**src/rtl/arcu_map.vh**
```
`ifndef ARCU_MAP_VH
`define ARCU_MAP_VH
// apb byte addresses
`define ARCU_ADDR_CTRL    12'h000
`define ARCU_ADDR_RPT     12'h004
`define ARCU_ADDR_RESULT  12'h008
`define ARCU_ADDR_ACC     12'h00c
`define ARCU_ADDR_FILT    12'h010
`define ARCU_ADDR_STATUS  12'h014
`define ARCU_ADDR_THRESH  12'h018
// ctrl fields
`define ARCU_CTRL_MD_LSB  0
`define ARCU_CTRL_MD_MSB  2
`define ARCU_CTRL_DS_BIT  3
`define ARCU_CTRL_SH_LSB  4
`define ARCU_CTRL_SH_MSB  6
`define ARCU_CTRL_CLR_BIT 8
`define ARCU_CTRL_GO_BIT  9
// status fields
`define ARCU_ST_DONE_BIT  0
`define ARCU_ST_THR_BIT   1
`define ARCU_ST_OV_BIT    2
`define ARCU_ST_CNT_LSB   8
// modes
`define ARCU_MD_BASIC     3'h0
`define ARCU_MD_ACCUM     3'h1
`define ARCU_MD_AVG       3'h2
`define ARCU_MD_BURST     3'h3
`define ARCU_MD_LPF       3'h4
// reset value and counter limit
`define ARCU_RST_RPT      8'h01
`define ARCU_CNT_MAX      8'hff
`endif

```
**src/rtl/arcu_core.v**
```verilog
`timescale 1ns/1ps
`include "arcu_map.vh"
module arcu_core (
  input  wire        i_clk,
  input  wire        i_resetn,
  input  wire        i_psel,
  input  wire        i_penable,
  input  wire        i_pwrite,
  input  wire [11:0] i_paddr,
  input  wire [31:0] i_pwdata,
  output reg  [31:0] o_prdata,
  output wire        o_pready,
  output wire        o_pslverr,
  input  wire        i_conv_valid,
  input  wire [15:0] i_conversion_result,
  output reg         o_conv_start,
  output reg         o_conversion_done_flag,
  output reg         o_threshold_hit_flag
);
  reg  [2:0]  computation_mode_select_ff;
  reg         double_sample_enable_ff;
  reg  [2:0]  shift_amount_ff;
  reg         clear_request_bit_ff;
  reg  [7:0]  repeat_target_ff;
  reg  [15:0] lower_thresh_ff;
  reg  [15:0] upper_thresh_ff;
  reg  [15:0] result_accumulator_ff;
  reg  [15:0] filtered_output_ff;
  reg  [15:0] result_ff;
  reg  [15:0] first_ff;
  reg         second_ff;
  reg  [7:0]  sample_counter_ff;
  reg         overflow_flag_ff;
  reg         busy_ff;
  reg         tested_ff;
  reg  [15:0] nxt_acc;
  reg  [7:0]  nxt_cnt;
  reg         nxt_ov;
  reg  [16:0] sum;
  reg         do_test;
  reg         sample_ready;
  wire [15:0] sample;
  wire        wr;
  wire        rd_ok;
  wire        go_wr;
  wire        clr_wr;
  wire        hit;
  wire        in_acc_mode;
  wire [15:0] test_value;
  wire        ctrl_wr;
  wire        st_wr;
  wire        setup_rd;
  wire        take_sample;
  wire        restart;
  reg  [31:0] rd_mux;

  assign o_pready  = 1'b1;
  assign wr        = i_psel & i_penable & i_pwrite;
  assign go_wr     = wr & (i_paddr == `ARCU_ADDR_CTRL) & i_pwdata[`ARCU_CTRL_GO_BIT];
  assign clr_wr    = wr & (i_paddr == `ARCU_ADDR_CTRL) & i_pwdata[`ARCU_CTRL_CLR_BIT];
  assign rd_ok     = (i_paddr == `ARCU_ADDR_CTRL) | (i_paddr == `ARCU_ADDR_RPT) |
                     (i_paddr == `ARCU_ADDR_RESULT) | (i_paddr == `ARCU_ADDR_ACC) |
                     (i_paddr == `ARCU_ADDR_FILT) | (i_paddr == `ARCU_ADDR_STATUS) |
                     (i_paddr == `ARCU_ADDR_THRESH);
  assign o_pslverr = i_psel & i_penable & ~rd_ok;
  assign in_acc_mode = (computation_mode_select_ff != `ARCU_MD_BASIC);
  assign ctrl_wr     = wr & (i_paddr == `ARCU_ADDR_CTRL);
  assign st_wr       = wr & (i_paddr == `ARCU_ADDR_STATUS);
  // read data is captured in the setup phase, so zero wait states still hold
  assign setup_rd    = i_psel & ~i_penable & ~i_pwrite;
  // a go or a pending clear owns the cycle; a result arriving then is dropped
  assign take_sample = sample_ready & ~go_wr & ~clear_request_bit_ff;
  // average restarts only after a finished test, burst at every trigger
  assign restart     = ((computation_mode_select_ff == `ARCU_MD_AVG) & tested_ff) |
                       (computation_mode_select_ff == `ARCU_MD_BURST);

  // second minus first when double sampling
  assign sample = double_sample_enable_ff ? (i_conversion_result - first_ff)
                                          : i_conversion_result;

  // go bit reads as zero: it is a strobe, not a state
  always @* begin
    rd_mux = 32'h0000_0000;
    case (i_paddr)
      `ARCU_ADDR_CTRL:   rd_mux = {22'h0, 1'b0, clear_request_bit_ff, 1'b0,
                                  shift_amount_ff, double_sample_enable_ff,
                                  computation_mode_select_ff};
      `ARCU_ADDR_RPT:    rd_mux = {24'h0, repeat_target_ff};
      `ARCU_ADDR_RESULT: rd_mux = {16'h0, result_ff};
      `ARCU_ADDR_ACC:    rd_mux = {16'h0, result_accumulator_ff};
      `ARCU_ADDR_FILT:   rd_mux = {16'h0, filtered_output_ff};
      `ARCU_ADDR_STATUS: rd_mux = {16'h0, sample_counter_ff, 4'h0, busy_ff, overflow_flag_ff,
                                  o_threshold_hit_flag, o_conversion_done_flag};
      `ARCU_ADDR_THRESH: rd_mux = {upper_thresh_ff, lower_thresh_ff};
      default:           rd_mux = 32'h0000_0000;
    endcase
  end

  // a flag set during the access phase shows on the next read, not this one
  always @(posedge i_clk or negedge i_resetn) begin
    if (!i_resetn) begin
      o_prdata <= 32'h0000_0000;
    end else if (setup_rd) begin
      o_prdata <= rd_mux;
    end
  end

  // per-sample accumulation step
  always @* begin
    nxt_acc      = result_accumulator_ff;
    nxt_cnt      = sample_counter_ff;
    nxt_ov       = overflow_flag_ff;
    sum          = 17'h0_0000;
    do_test      = 1'b0;
    sample_ready = i_conv_valid & (~double_sample_enable_ff | second_ff);
    if (sample_ready) begin
      case (computation_mode_select_ff)
        `ARCU_MD_BASIC: begin
          do_test = 1'b1;
        end
        `ARCU_MD_ACCUM, `ARCU_MD_AVG, `ARCU_MD_BURST: begin
          sum     = {1'b0, result_accumulator_ff} + {1'b0, sample};
          nxt_acc = sum[15:0];
          if (sum[16])
            nxt_ov = 1'b1;
          if (sample_counter_ff != `ARCU_CNT_MAX)
            nxt_cnt = sample_counter_ff + 8'h01;
          if (computation_mode_select_ff == `ARCU_MD_ACCUM)
            do_test = 1'b1;
          else
            do_test = (nxt_cnt >= repeat_target_ff);
        end
        `ARCU_MD_LPF: begin
          // acc + s - acc>>shift, the recursive pole
          sum     = {1'b0, result_accumulator_ff} + {1'b0, sample}
                    - {1'b0, (result_accumulator_ff >> shift_amount_ff)};
          nxt_acc = sum[15:0];
          if (sum[16])
            nxt_ov = 1'b1;
          if (sample_counter_ff != `ARCU_CNT_MAX)
            nxt_cnt = sample_counter_ff + 8'h01;
          do_test = (nxt_cnt >= repeat_target_ff);
        end
        default: do_test = 1'b0;
      endcase
    end
  end

  assign test_value = in_acc_mode ? (nxt_acc >> shift_amount_ff) : sample;
  arcu_thresh u_thresh (
    .i_value (test_value),
    .i_lower (lower_thresh_ff),
    .i_upper (upper_thresh_ff),
    .i_ov    (nxt_ov & in_acc_mode),
    .o_hit   (hit)
  );

  // software configuration
  always @(posedge i_clk or negedge i_resetn) begin
    if (!i_resetn) begin
      computation_mode_select_ff <= `ARCU_MD_BASIC;
      double_sample_enable_ff    <= 1'b0;
      shift_amount_ff            <= 3'h0;
      repeat_target_ff           <= `ARCU_RST_RPT;
      lower_thresh_ff            <= 16'h0000;
      upper_thresh_ff            <= 16'h0000;
    end else begin
      if (ctrl_wr) begin
        computation_mode_select_ff <= i_pwdata[`ARCU_CTRL_MD_MSB:`ARCU_CTRL_MD_LSB];
        double_sample_enable_ff    <= i_pwdata[`ARCU_CTRL_DS_BIT];
        shift_amount_ff            <= i_pwdata[`ARCU_CTRL_SH_MSB:`ARCU_CTRL_SH_LSB];
      end
      if (wr && i_paddr == `ARCU_ADDR_RPT) begin
        repeat_target_ff <= i_pwdata[7:0];
      end
      if (wr && i_paddr == `ARCU_ADDR_THRESH) begin
        lower_thresh_ff <= i_pwdata[15:0];
        upper_thresh_ff <= i_pwdata[31:16];
      end
    end
  end

  // pair tracking: odd result is stored, even result completes the pair
  always @(posedge i_clk or negedge i_resetn) begin
    if (!i_resetn) begin
      result_ff <= 16'h0000;
      first_ff  <= 16'h0000;
      second_ff <= 1'b0;
    end else begin
      if (i_conv_valid) begin
        result_ff <= i_conversion_result;
        if (double_sample_enable_ff) begin
          second_ff <= ~second_ff;
          if (!second_ff) begin
            first_ff <= i_conversion_result;
          end
        end else begin
          second_ff <= 1'b0;
        end
      end
      // leaving double sampling forgets a half pair, so the next pair starts clean
      if (ctrl_wr && !i_pwdata[`ARCU_CTRL_DS_BIT]) begin
        second_ff <= 1'b0;
      end
    end
  end

  // accumulator, counter, overflow and the clear request
  always @(posedge i_clk or negedge i_resetn) begin
    if (!i_resetn) begin
      clear_request_bit_ff  <= 1'b0;
      result_accumulator_ff <= 16'h0000;
      filtered_output_ff    <= 16'h0000;
      sample_counter_ff     <= 8'h00;
      overflow_flag_ff      <= 1'b0;
      tested_ff             <= 1'b0;
    end else begin
      if (go_wr) begin
        if (restart) begin
          result_accumulator_ff <= 16'h0000;
          sample_counter_ff     <= 8'h00;
          overflow_flag_ff      <= 1'b0;
          tested_ff             <= 1'b0;
        end
      end else if (clear_request_bit_ff) begin
        // a go in the same cycle defers the clear by one cycle
        result_accumulator_ff <= 16'h0000;
        sample_counter_ff     <= 8'h00;
        overflow_flag_ff      <= 1'b0;
        filtered_output_ff    <= 16'h0000;
        clear_request_bit_ff  <= 1'b0;
        tested_ff             <= 1'b0;
      end else if (take_sample) begin
        result_accumulator_ff <= nxt_acc;
        sample_counter_ff     <= nxt_cnt;
        overflow_flag_ff      <= nxt_ov;
        if (in_acc_mode) begin
          filtered_output_ff <= nxt_acc >> shift_amount_ff;
        end
        if (do_test) begin
          tested_ff <= 1'b1;
        end
      end
      if (clr_wr) begin
        clear_request_bit_ff <= 1'b1;
      end
    end
  end

  // status flags: write one to clear, a hardware set in the same cycle wins
  always @(posedge i_clk or negedge i_resetn) begin
    if (!i_resetn) begin
      o_conversion_done_flag <= 1'b0;
      o_threshold_hit_flag   <= 1'b0;
    end else begin
      if (st_wr && i_pwdata[`ARCU_ST_DONE_BIT]) begin
        o_conversion_done_flag <= 1'b0;
      end
      if (st_wr && i_pwdata[`ARCU_ST_THR_BIT]) begin
        o_threshold_hit_flag <= 1'b0;
      end
      if (take_sample) begin
        o_conversion_done_flag <= 1'b1;
      end
      if (take_sample && do_test && hit) begin
        o_threshold_hit_flag <= 1'b1;
      end
    end
  end

  // converter start: software go or burst retrigger, one cycle each
  always @(posedge i_clk or negedge i_resetn) begin
    if (!i_resetn) begin
      o_conv_start <= 1'b0;
      busy_ff      <= 1'b0;
    end else begin
      o_conv_start <= 1'b0;
      if (go_wr) begin
        o_conv_start <= 1'b1;
        busy_ff      <= 1'b1;
      end else if (take_sample) begin
        if (computation_mode_select_ff == `ARCU_MD_BURST && !do_test) begin
          o_conv_start <= 1'b1;
        end else begin
          busy_ff <= 1'b0;
        end
      end
    end
  end
endmodule // arcu_core

```
**src/rtl/arcu_thresh.v**
```verilog
`timescale 1ns/1ps
// signed window compare of the value under test
module arcu_thresh (
  input  wire [15:0] i_value,
  input  wire [15:0] i_lower,
  input  wire [15:0] i_upper,
  input  wire        i_ov,
  output wire        o_hit
);
  wire above_low;
  wire below_up;
  assign above_low = ($signed(i_value) >= $signed(i_lower));
  assign below_up  = ($signed(i_value) <= $signed(i_upper));
  // overflow forces a hit so software sees the bad sum
  assign o_hit = (above_low & below_up) | i_ov;
endmodule // arcu_thresh

```
**config.mk**
```make
export PLATFORM = sky130hd
export DESIGN_NAME = arcu_core
export DESIGN_NICKNAME = d
export VERILOG_FILES = /design/src/rtl/arcu_core.v /design/src/rtl/arcu_thresh.v
export VERILOG_INCLUDE_DIRS = /design/src /design/src/rtl
export SDC_FILE = /design/constraint.sdc
export NUM_CORES = 1
export LEC_CHECK = 0
export BUFFER_PORTS_ARGS = -buffer_cell sky130_fd_sc_hd__buf_2
export CORE_MARGIN = 10
export CORE_UTILIZATION = 55
export CTS_CLUSTER_SIZE = 12
export DETAILED_ROUTE_END_ITERATION = 8
export GPL_TIMING_DRIVEN = 0
export PLACE_DENSITY = 0.74
export SLEW_MARGIN = 10
export SYNTH_ARGS = -nofsm -noshare
export SYNTH_HDL_FRONTEND = slang
export SYNTH_SLANG_ARGS = --single-unit
```
**constraint.sdc**
```tcl
create_clock -name i_clk -period 11.7 [get_ports i_clk]
set_input_delay 0 -clock i_clk [delete_from_list [all_inputs] [get_ports i_clk]]
set_output_delay 0 -clock i_clk [all_outputs]
set_load 0.02 [all_outputs]
```
==> flow_summary_export.csv, run 1 <==
group,metric,value,unit
power_and_ir_drop,combinationalPowerShare,21.8,%
cells_and_area,n_antenna_cell,0,
drt,vias_per_cell,6.37,
critical_path,reg2reg_slack,3.12,ns
cells_and_area,fillers,1874,
synthesis,synthArstFlopShare,100,%
synthesis,synth_edf_count,0,
power_and_ir_drop,netSwitchingFraction,32.3,%
critical_path,crit_type,"reg -> reg",
min_path,hold_path_class,"in -> reg",
critical_path,endpoint_kind,"register",
job,cap_viol_max_count,0,
timing,fin_ws,3.12,ns
timing,fin_crit,8.58,ns
min_path,hold_path_end,"busy_ff",
synthesis,synth_top_area_cell,"dfrtp_1",
drt,wl_per_cell,22.9,um
timing,drv_slew,0,
timing,setup_tns,0,ns
grt,antenna_found_initial,0,
min_path,holdPathStages,4,
synthesis,yosys.area.top_type_share,32.1,%
grt,grt_pass1_wl,66900,um
cts,cts_max_path_buffers,2,
synthesis,synth_cell_type_count,95,
cts,postCtsSetupRepairBufs,0,
synthesis,synth.avg_cell_area,8.70,um2
cts,path_clk_slew,0.07,ns
cts,cts_sinks,159,
timing,max_slew_margin,39.1,%
floorplan,io_pins,103,
synthesis,synth.cell_area,0.0123,mm2
critical_path,start_kind,"register",
drt,post-route-drc-count,0,
min_path,hold_start,"i_paddr[4]",
drt,drt-total-wl,43100,um
power_and_ir_drop,sequentialPowerShare,38.7,%
placed_design,port-buffer-count,101,
synthesis,postSynthCellCount,1417,
cts,clk_latency,0.44,ns
critical_path,rr_endpoint,"o_threshold_hit_flag",
grt,grt_use_total,29.8,%
timing,hold_viol,0,
critical_path,path_max_fanout,10,
floorplan,die_area,0.0288,mm2
grt,grt_max_degree,98,
synthesis,ys_seq_area_share,32.3,%
power_and_ir_drop,peakVddDrop,83.8,uV
cts,cts_buffers,17,
cts,cts_tree,"built",
drt,dr.pass1.iters,7,
timing,finalCritPeriodShare,73.3,%
power_and_ir_drop,clkPwrFrac,39.6,%
timing,fmax,117,MHz
floorplan,initial_core_util,56.1,%
floorplan,placementRows,54,
floorplan,fp.dieW,170,um
grt,grt_remaining_overflow,0,
cells_and_area,area_growth,16.2,%
floorplan,chipHeight,170,um
synthesis,yosysMostFrequentCell,"nand2_1",
floorplan,core,0.0220,mm2
placed_design,hpwl,33300,um
critical_path,r2r_cells,33,
grt,grt_pass1_vias,11500,
power_and_ir_drop,p_switching,0.486,mW
synthesis,yosys-top-cells-area,"dfrtp_1 32%, ha_1 8.9%, mux2_2 5.7%",
critical_path,crit_top_cell,"a21oi_1",
timing,worstMarginPinSlew,0.906,ns
outcome,status,"finished, final reports clean",
drt,antenna_left,0,
cts,htree_levels,4,
critical_path,critPathSlowestCell,"buf_1",
critical_path,timing.rr.start,"double_sample_enable_ff",
synthesis,syn-num-nets,1574,
timing,rsz0062_at_grt,"no",
placed_design,dpl_worst_slack,3.37,ns
critical_path,cp.required,12.03,ns
cts,cts_hold_buf,49,
cts,cts_resized,0,
power_and_ir_drop,internal_power,1.02,mW
cells_and_area,drive_gt1_share,16.6,%
critical_path,max_stage_delay,0.56,ns
drt,via_count,12000,
critical_path,worstPathArrival,8.91,ns
drt,drtIter0Drc,1442,
timing,setup_violations,0,
cts,cts-root-buf,"clkbuf_16",
synthesis,synth_ff_type,"dfrtp_1",
synthesis,ys_top_cells_by_count,"171 x nand2_1, 158 x dfrtp_1, 106 x nor2_1",
power_and_ir_drop,cellLeakagePower,6.55,nW
synthesis,synth_seq_cells,159,
power_and_ir_drop,p_per_area,105,mW/mm2
timing,finClkSkew,0.00869,ns
placed_design,place.gp.congestion,1.01,
cells_and_area,nNetsFinal,1744,
synthesis,yosys_warnings,0,
==> power by group through the flow <==
stage	clock network (mW)	registers, mW	logic, mW
floorplan	0	0.577	0.214
global placement	0	0.590	0.301
detailed placement	0	0.590	0.307
CTS	0.596	0.579	0.322
global route	0.616	0.580	0.360
finish	0.595	0.581	0.328
==> flip-flops by register name (all words and copies together) (netlist names) <==
signal                      cells
sample_counter_ff               8
overflow_flag_ff                1
o_threshold_hit_flag            1
result_ff                      16
first_ff                       16
lower_thresh_ff                16
shift_amount_ff                 3
o_conv_start                    1
second_ff                       1
tested_ff                       1
result_accumulator_ff          16
o_conversion_done_flag          1
o_prdata                       32
upper_thresh_ff                16
double_sample_enable_ff         1
busy_ff                         1
repeat_target_ff                8
clear_request_bit_ff            1
computation_mode_select_ff      3
filtered_output_ff             16
==> layout by cell type, fill, tap and decap left out, types with 13 or more instances in the layout <==
cell type,count
a211oi_1,15
a21o_1,18
a21oi_1,97
a22o_1,34
a22oi_1,19
buf_2,120
clkbuf_1,41
clkbuf_16,17
dfrtp_1,158
dlygate4sd3_1,49
ha_1,88
inv_1,82
mux2_2,62
mux2i_1,43
nand2_1,171
nand2b_1,22
nand3_1,43
nor2_1,106
nor2b_1,17
nor3_1,16
o211ai_1,19
o21a_1,15
o21ai_0,90
o21ai_1,16
xnor2_1,20
xor2_1,13
==> worst max-delay path by stage <==
stage	startpoint	to	slack [ns]	cells after the start
2_1_floorplan	first_ff[0]	o_threshold_hit_flag	4.65	36
3_3_place_gp	double_sample_enable_ff	o_threshold_hit_flag	3.56	33
3_5_place_dp	double_sample_enable_ff	o_threshold_hit_flag	3.37	33
4_1_cts	double_sample_enable_ff	o_threshold_hit_flag	3.37	33
5_1_grt	double_sample_enable_ff	o_threshold_hit_flag	2.59	35
6_report	double_sample_enable_ff	o_threshold_hit_flag	3.12	33
==> critical path, delay by kind of cell, from the launching register on <==
| kind | cells | cell delay (ns) |
|---|---|---|
| XOR/XNOR | 1 | 0.42 |
| multiplexers | 1 | 0.41 |
| AO/OA/AOI/OAI | 17 | 3.73 |
| adder cells (fa/ha/maj) | 4 | 1.33 |
| flip-flops | 1 | 0.37 |
| AND/OR/NAND/NOR | 7 | 1.10 |
| buffers and inverters | 3 | 1.12 |
==> through the flow <==
step	utilization (%)	area, um2	instances	power [mW]	hold slack (ns)
after floorplan	-	12300	1417	0.791	-0.296
after global placement	60.0	13200	1798	0.890	0.209
after detailed placement	60.2	13200	1799	0.896	-0.0291
after CTS	65.2	14300	1880	1.50	0.0215
after global routing	65.2	14300	1880	1.56	0.0678
final	65.2	14300	1880	1.50	0.0384
==> kinds of logic after synthesis <==
group,Yosys count,share of synthesized area [%]
simple gates,441,16.9
fa+ha+maj,91,9.42
buf+inv,156,5.11
xor+xnor,33,2.34
mux,110,9.92
compound gates,426,24.0
other cells,1,0.0304
flops,159,32.3
==> layer usage <==
metal  part of all wire (%)  up-vias  GRT usage [%]
met1                     42     5712           39.1
met3                    9.5      118           6.07
met5                      0        -              0
li1                       -     5521              -
met2                     44      619           46.3
met4                    4.8        0           14.0
==> final cells by class <==
class / count / area, um2 / area share (%)
well taps: 280 / 350 / 2.45
clock buffers: 19 / 443 / 3.09
clock inverters: 13 / 174 / 1.21
flip-flops and latches: 159 / 3980 / 27.8
inverters: 83 / 312 / 2.17
plain buffers: 73 / 318 / 2.22
multi-input cells: 1102 / 7720 / 53.9
repair buffers: 151 / 1030 / 7.21
Note: power is estimated with default switching activity, not from simulation.
==> inputs of run 2 (changes only) <==
Settings changed: PLACE_DENSITY 0.74 to 0.77.
Clock period 11.7 ns to 7.7 ns, I/O delays scaled along.
==> run 2 against run 1 <==
Effect of this change:
- register-to-register slack worse by 2.9 ns
- critical path depth rose by 3
- core utilization grew 2.6 points
- sequential power is 52% higher
- largest power group is now registers
- cell area increased by 4.1%
- largest cell class unchanged
- fmax grew 14%
- first-iteration DRC count down 6.2%
==> flow_summary_export.csv, run 2 (same netlist as run 1, synthesis figures left out) <==
group,metric,value,unit
floorplan,chipHeight,170,um
cells_and_area,stdcell_count,1892,
job,cap_viol_max_count,0,
cells_and_area,drive_gt1_share,22.3,%
critical_path,r2r_cells,36,
cts,cts_buffers,17,
floorplan,die_area,0.0288,mm2
timing,whs,0.0464,ns
critical_path,cpLargestDelayFamily,"compound AO/OA/AOI/OAI gates",
cells_and_area,largest-register,"o_prdata",
drt,post-route-drc-count,0,
cts,cts_tree,"built",
critical_path,start_kind,"register",
power_and_ir_drop,cellLeakagePower,6.69,nW
drt,drtIter0Drc,1352,
timing,finClkSkew,0.0123,ns
timing,fin_crit,7.50,ns
critical_path,cp.depth,36,
timing,fmax,133,MHz
placed_design,dpl_cell_area,0.0132,mm2
min_path,hold_path_class,"in -> reg",
grt,grt_max_degree,99,
placed_design,place.gp.congestion,1.04,
timing,finalCritPeriodShare,97.4,%
cts,clk_latency,0.44,ns
drt,via_count,12100,
outcome,status,"finished, final reports clean",
cts,path_clk_slew,0.07,ns
critical_path,critPathSlowestCell,"dfrtp_1",
floorplan,core,0.0220,mm2
power_and_ir_drop,p_per_area,153,mW/mm2
placed_design,place_inst,1799,
cts,cts-root-buf,"clkbuf_16",
cells_and_area,final_common_cell,"nand2_1",
drt,drt-total-wl,42700,um
timing,setup_tns,0,ns
grt,grt_pass1_wl,65600,um
floorplan,fp.dieW,170,um
drt,antenna_left,0,
floorplan,placementRows,54,
timing,worstMarginPinSlew,0.974,ns
critical_path,crit_type,"reg -> reg",
critical_path,endpoint_kind,"register",
power_and_ir_drop,power,2.28,mW
grt,grt_use_total,29.0,%
placed_design,port-buffer-count,101,
floorplan,initial_core_util,56.1,%
cts,cts_sinks,159,
timing,max_slew_margin,34.6,%
cells_and_area,area_growth,20.9,%
grt,grt_remaining_overflow,0,
cells_and_area,nNetsFinal,1756,
critical_path,path_max_fanout,5,
placed_design,hpwl,32100,um
drt,wl_per_cell,22.6,um
floorplan,io_pins,103,
min_path,holdPathStages,4,
timing,drv_slew,0,
cells_and_area,n_antenna_cell,0,
timing,setup_violations,0,
timing,hold_viol,0,
grt,grt_pass1_vias,11400,
power_and_ir_drop,peakVddDrop,137,uV
critical_path,cp.required,8.03,ns
critical_path,critPathBufInv,1,
cells_and_area,final_area,0.0149,mm2
drt,dr.pass1.iters,7,
critical_path,worstPathArrival,7.83,ns
grt,antenna_found_initial,0,
cts,cts_max_path_buffers,2,
critical_path,max_stage_delay,0.41,ns
cts,htree_levels,4,
cells_and_area,largest_reg_flops,32,
drt,vias_per_cell,6.42,
cells_and_area,final_cell_mix,"170 x nand2_1, 157 x dfrtp_1, 118 x buf_2",
-- run 2: final cells by class --
cell class	instances	area [um2]
sequential	159	3980
fill	1757	7050
buffer	70	315
clock buffer	21	460
timing repair buffer	166	1150
tap	280	350
inverter	83	314
multi-input combinational	1102	8220
clock inverter	11	123
-- run 2: power breakdown --
group | leakage, nW | internal (mW) | switching (mW)
combinational | 4.42 | 0.220 | 0.319
clock | 0.281 | 0.474 | 0.389
sequential | 1.99 | 0.849 | 0.0333
total | 6.69 | 1.54 | 0.741
-- run 2: worst paths after layout --
kind,start,endpoint,slack [ns]
max,first_ff[0],o_threshold_hit_flag,0.20
min,i_paddr[2],o_conv_start,0.05
max reg2reg,first_ff[0],o_threshold_hit_flag,0.20
min reg2reg,o_prdata[19],o_prdata[19],0.46
max in group asynchronous,i_resetn,double_sample_enable_ff,6.76
min in group asynchronous,i_resetn,o_prdata[30],0.15
-- run 2: timing repair --
action,in CTS,in global routing
cloned,0,0
hold buffers,49,0
hold endpoints to repair,180,0
setup endpoints to repair,1,1
buffers inserted,2,13
pin swaps,7,41
resized for setup,28,83
-- run 2: worst reg2reg max path: cells and delay by family, from the launching register on --
kind / cells / cell delay (ns)
and+or+nand+nor: 9 / 1.70
adders and majority gates: 5 / 1.35
AOI/OAI and AO/OA: 18 / 3.14
muxes: 2 / 0.61
DFF: 1 / 0.41
xor gates and xnor gates: 1 / 0.13
buffers and inverters: 1 / 0.07
-- run 2: routing by layer --
layer / GRT usage [%] / wire length, um / vias to the layer above
met1: 37.8 / 17500 / 5828
met5: 0 / 0 / -
met2: 45.8 / 19300 / 658
li1: - / - / 5530
met4: 12.2 / 1810 / 0
met3: 5.89 / 4000 / 124
-- run 2: stage by stage --
| step | util [%] | worst slack, ns |
|---|---|---|
| 6_report | 67.9 | 0.201 |
| 3_5_place_dp | 60.2 | -0.606 |
| 4_1_cts | 65.7 | 0.00201 |
| 5_1_grt | 67.9 | -0.0525 |
| 2_1_floorplan | - | 0.654 |
| 3_3_place_gp | 60.0 | -0.608 |
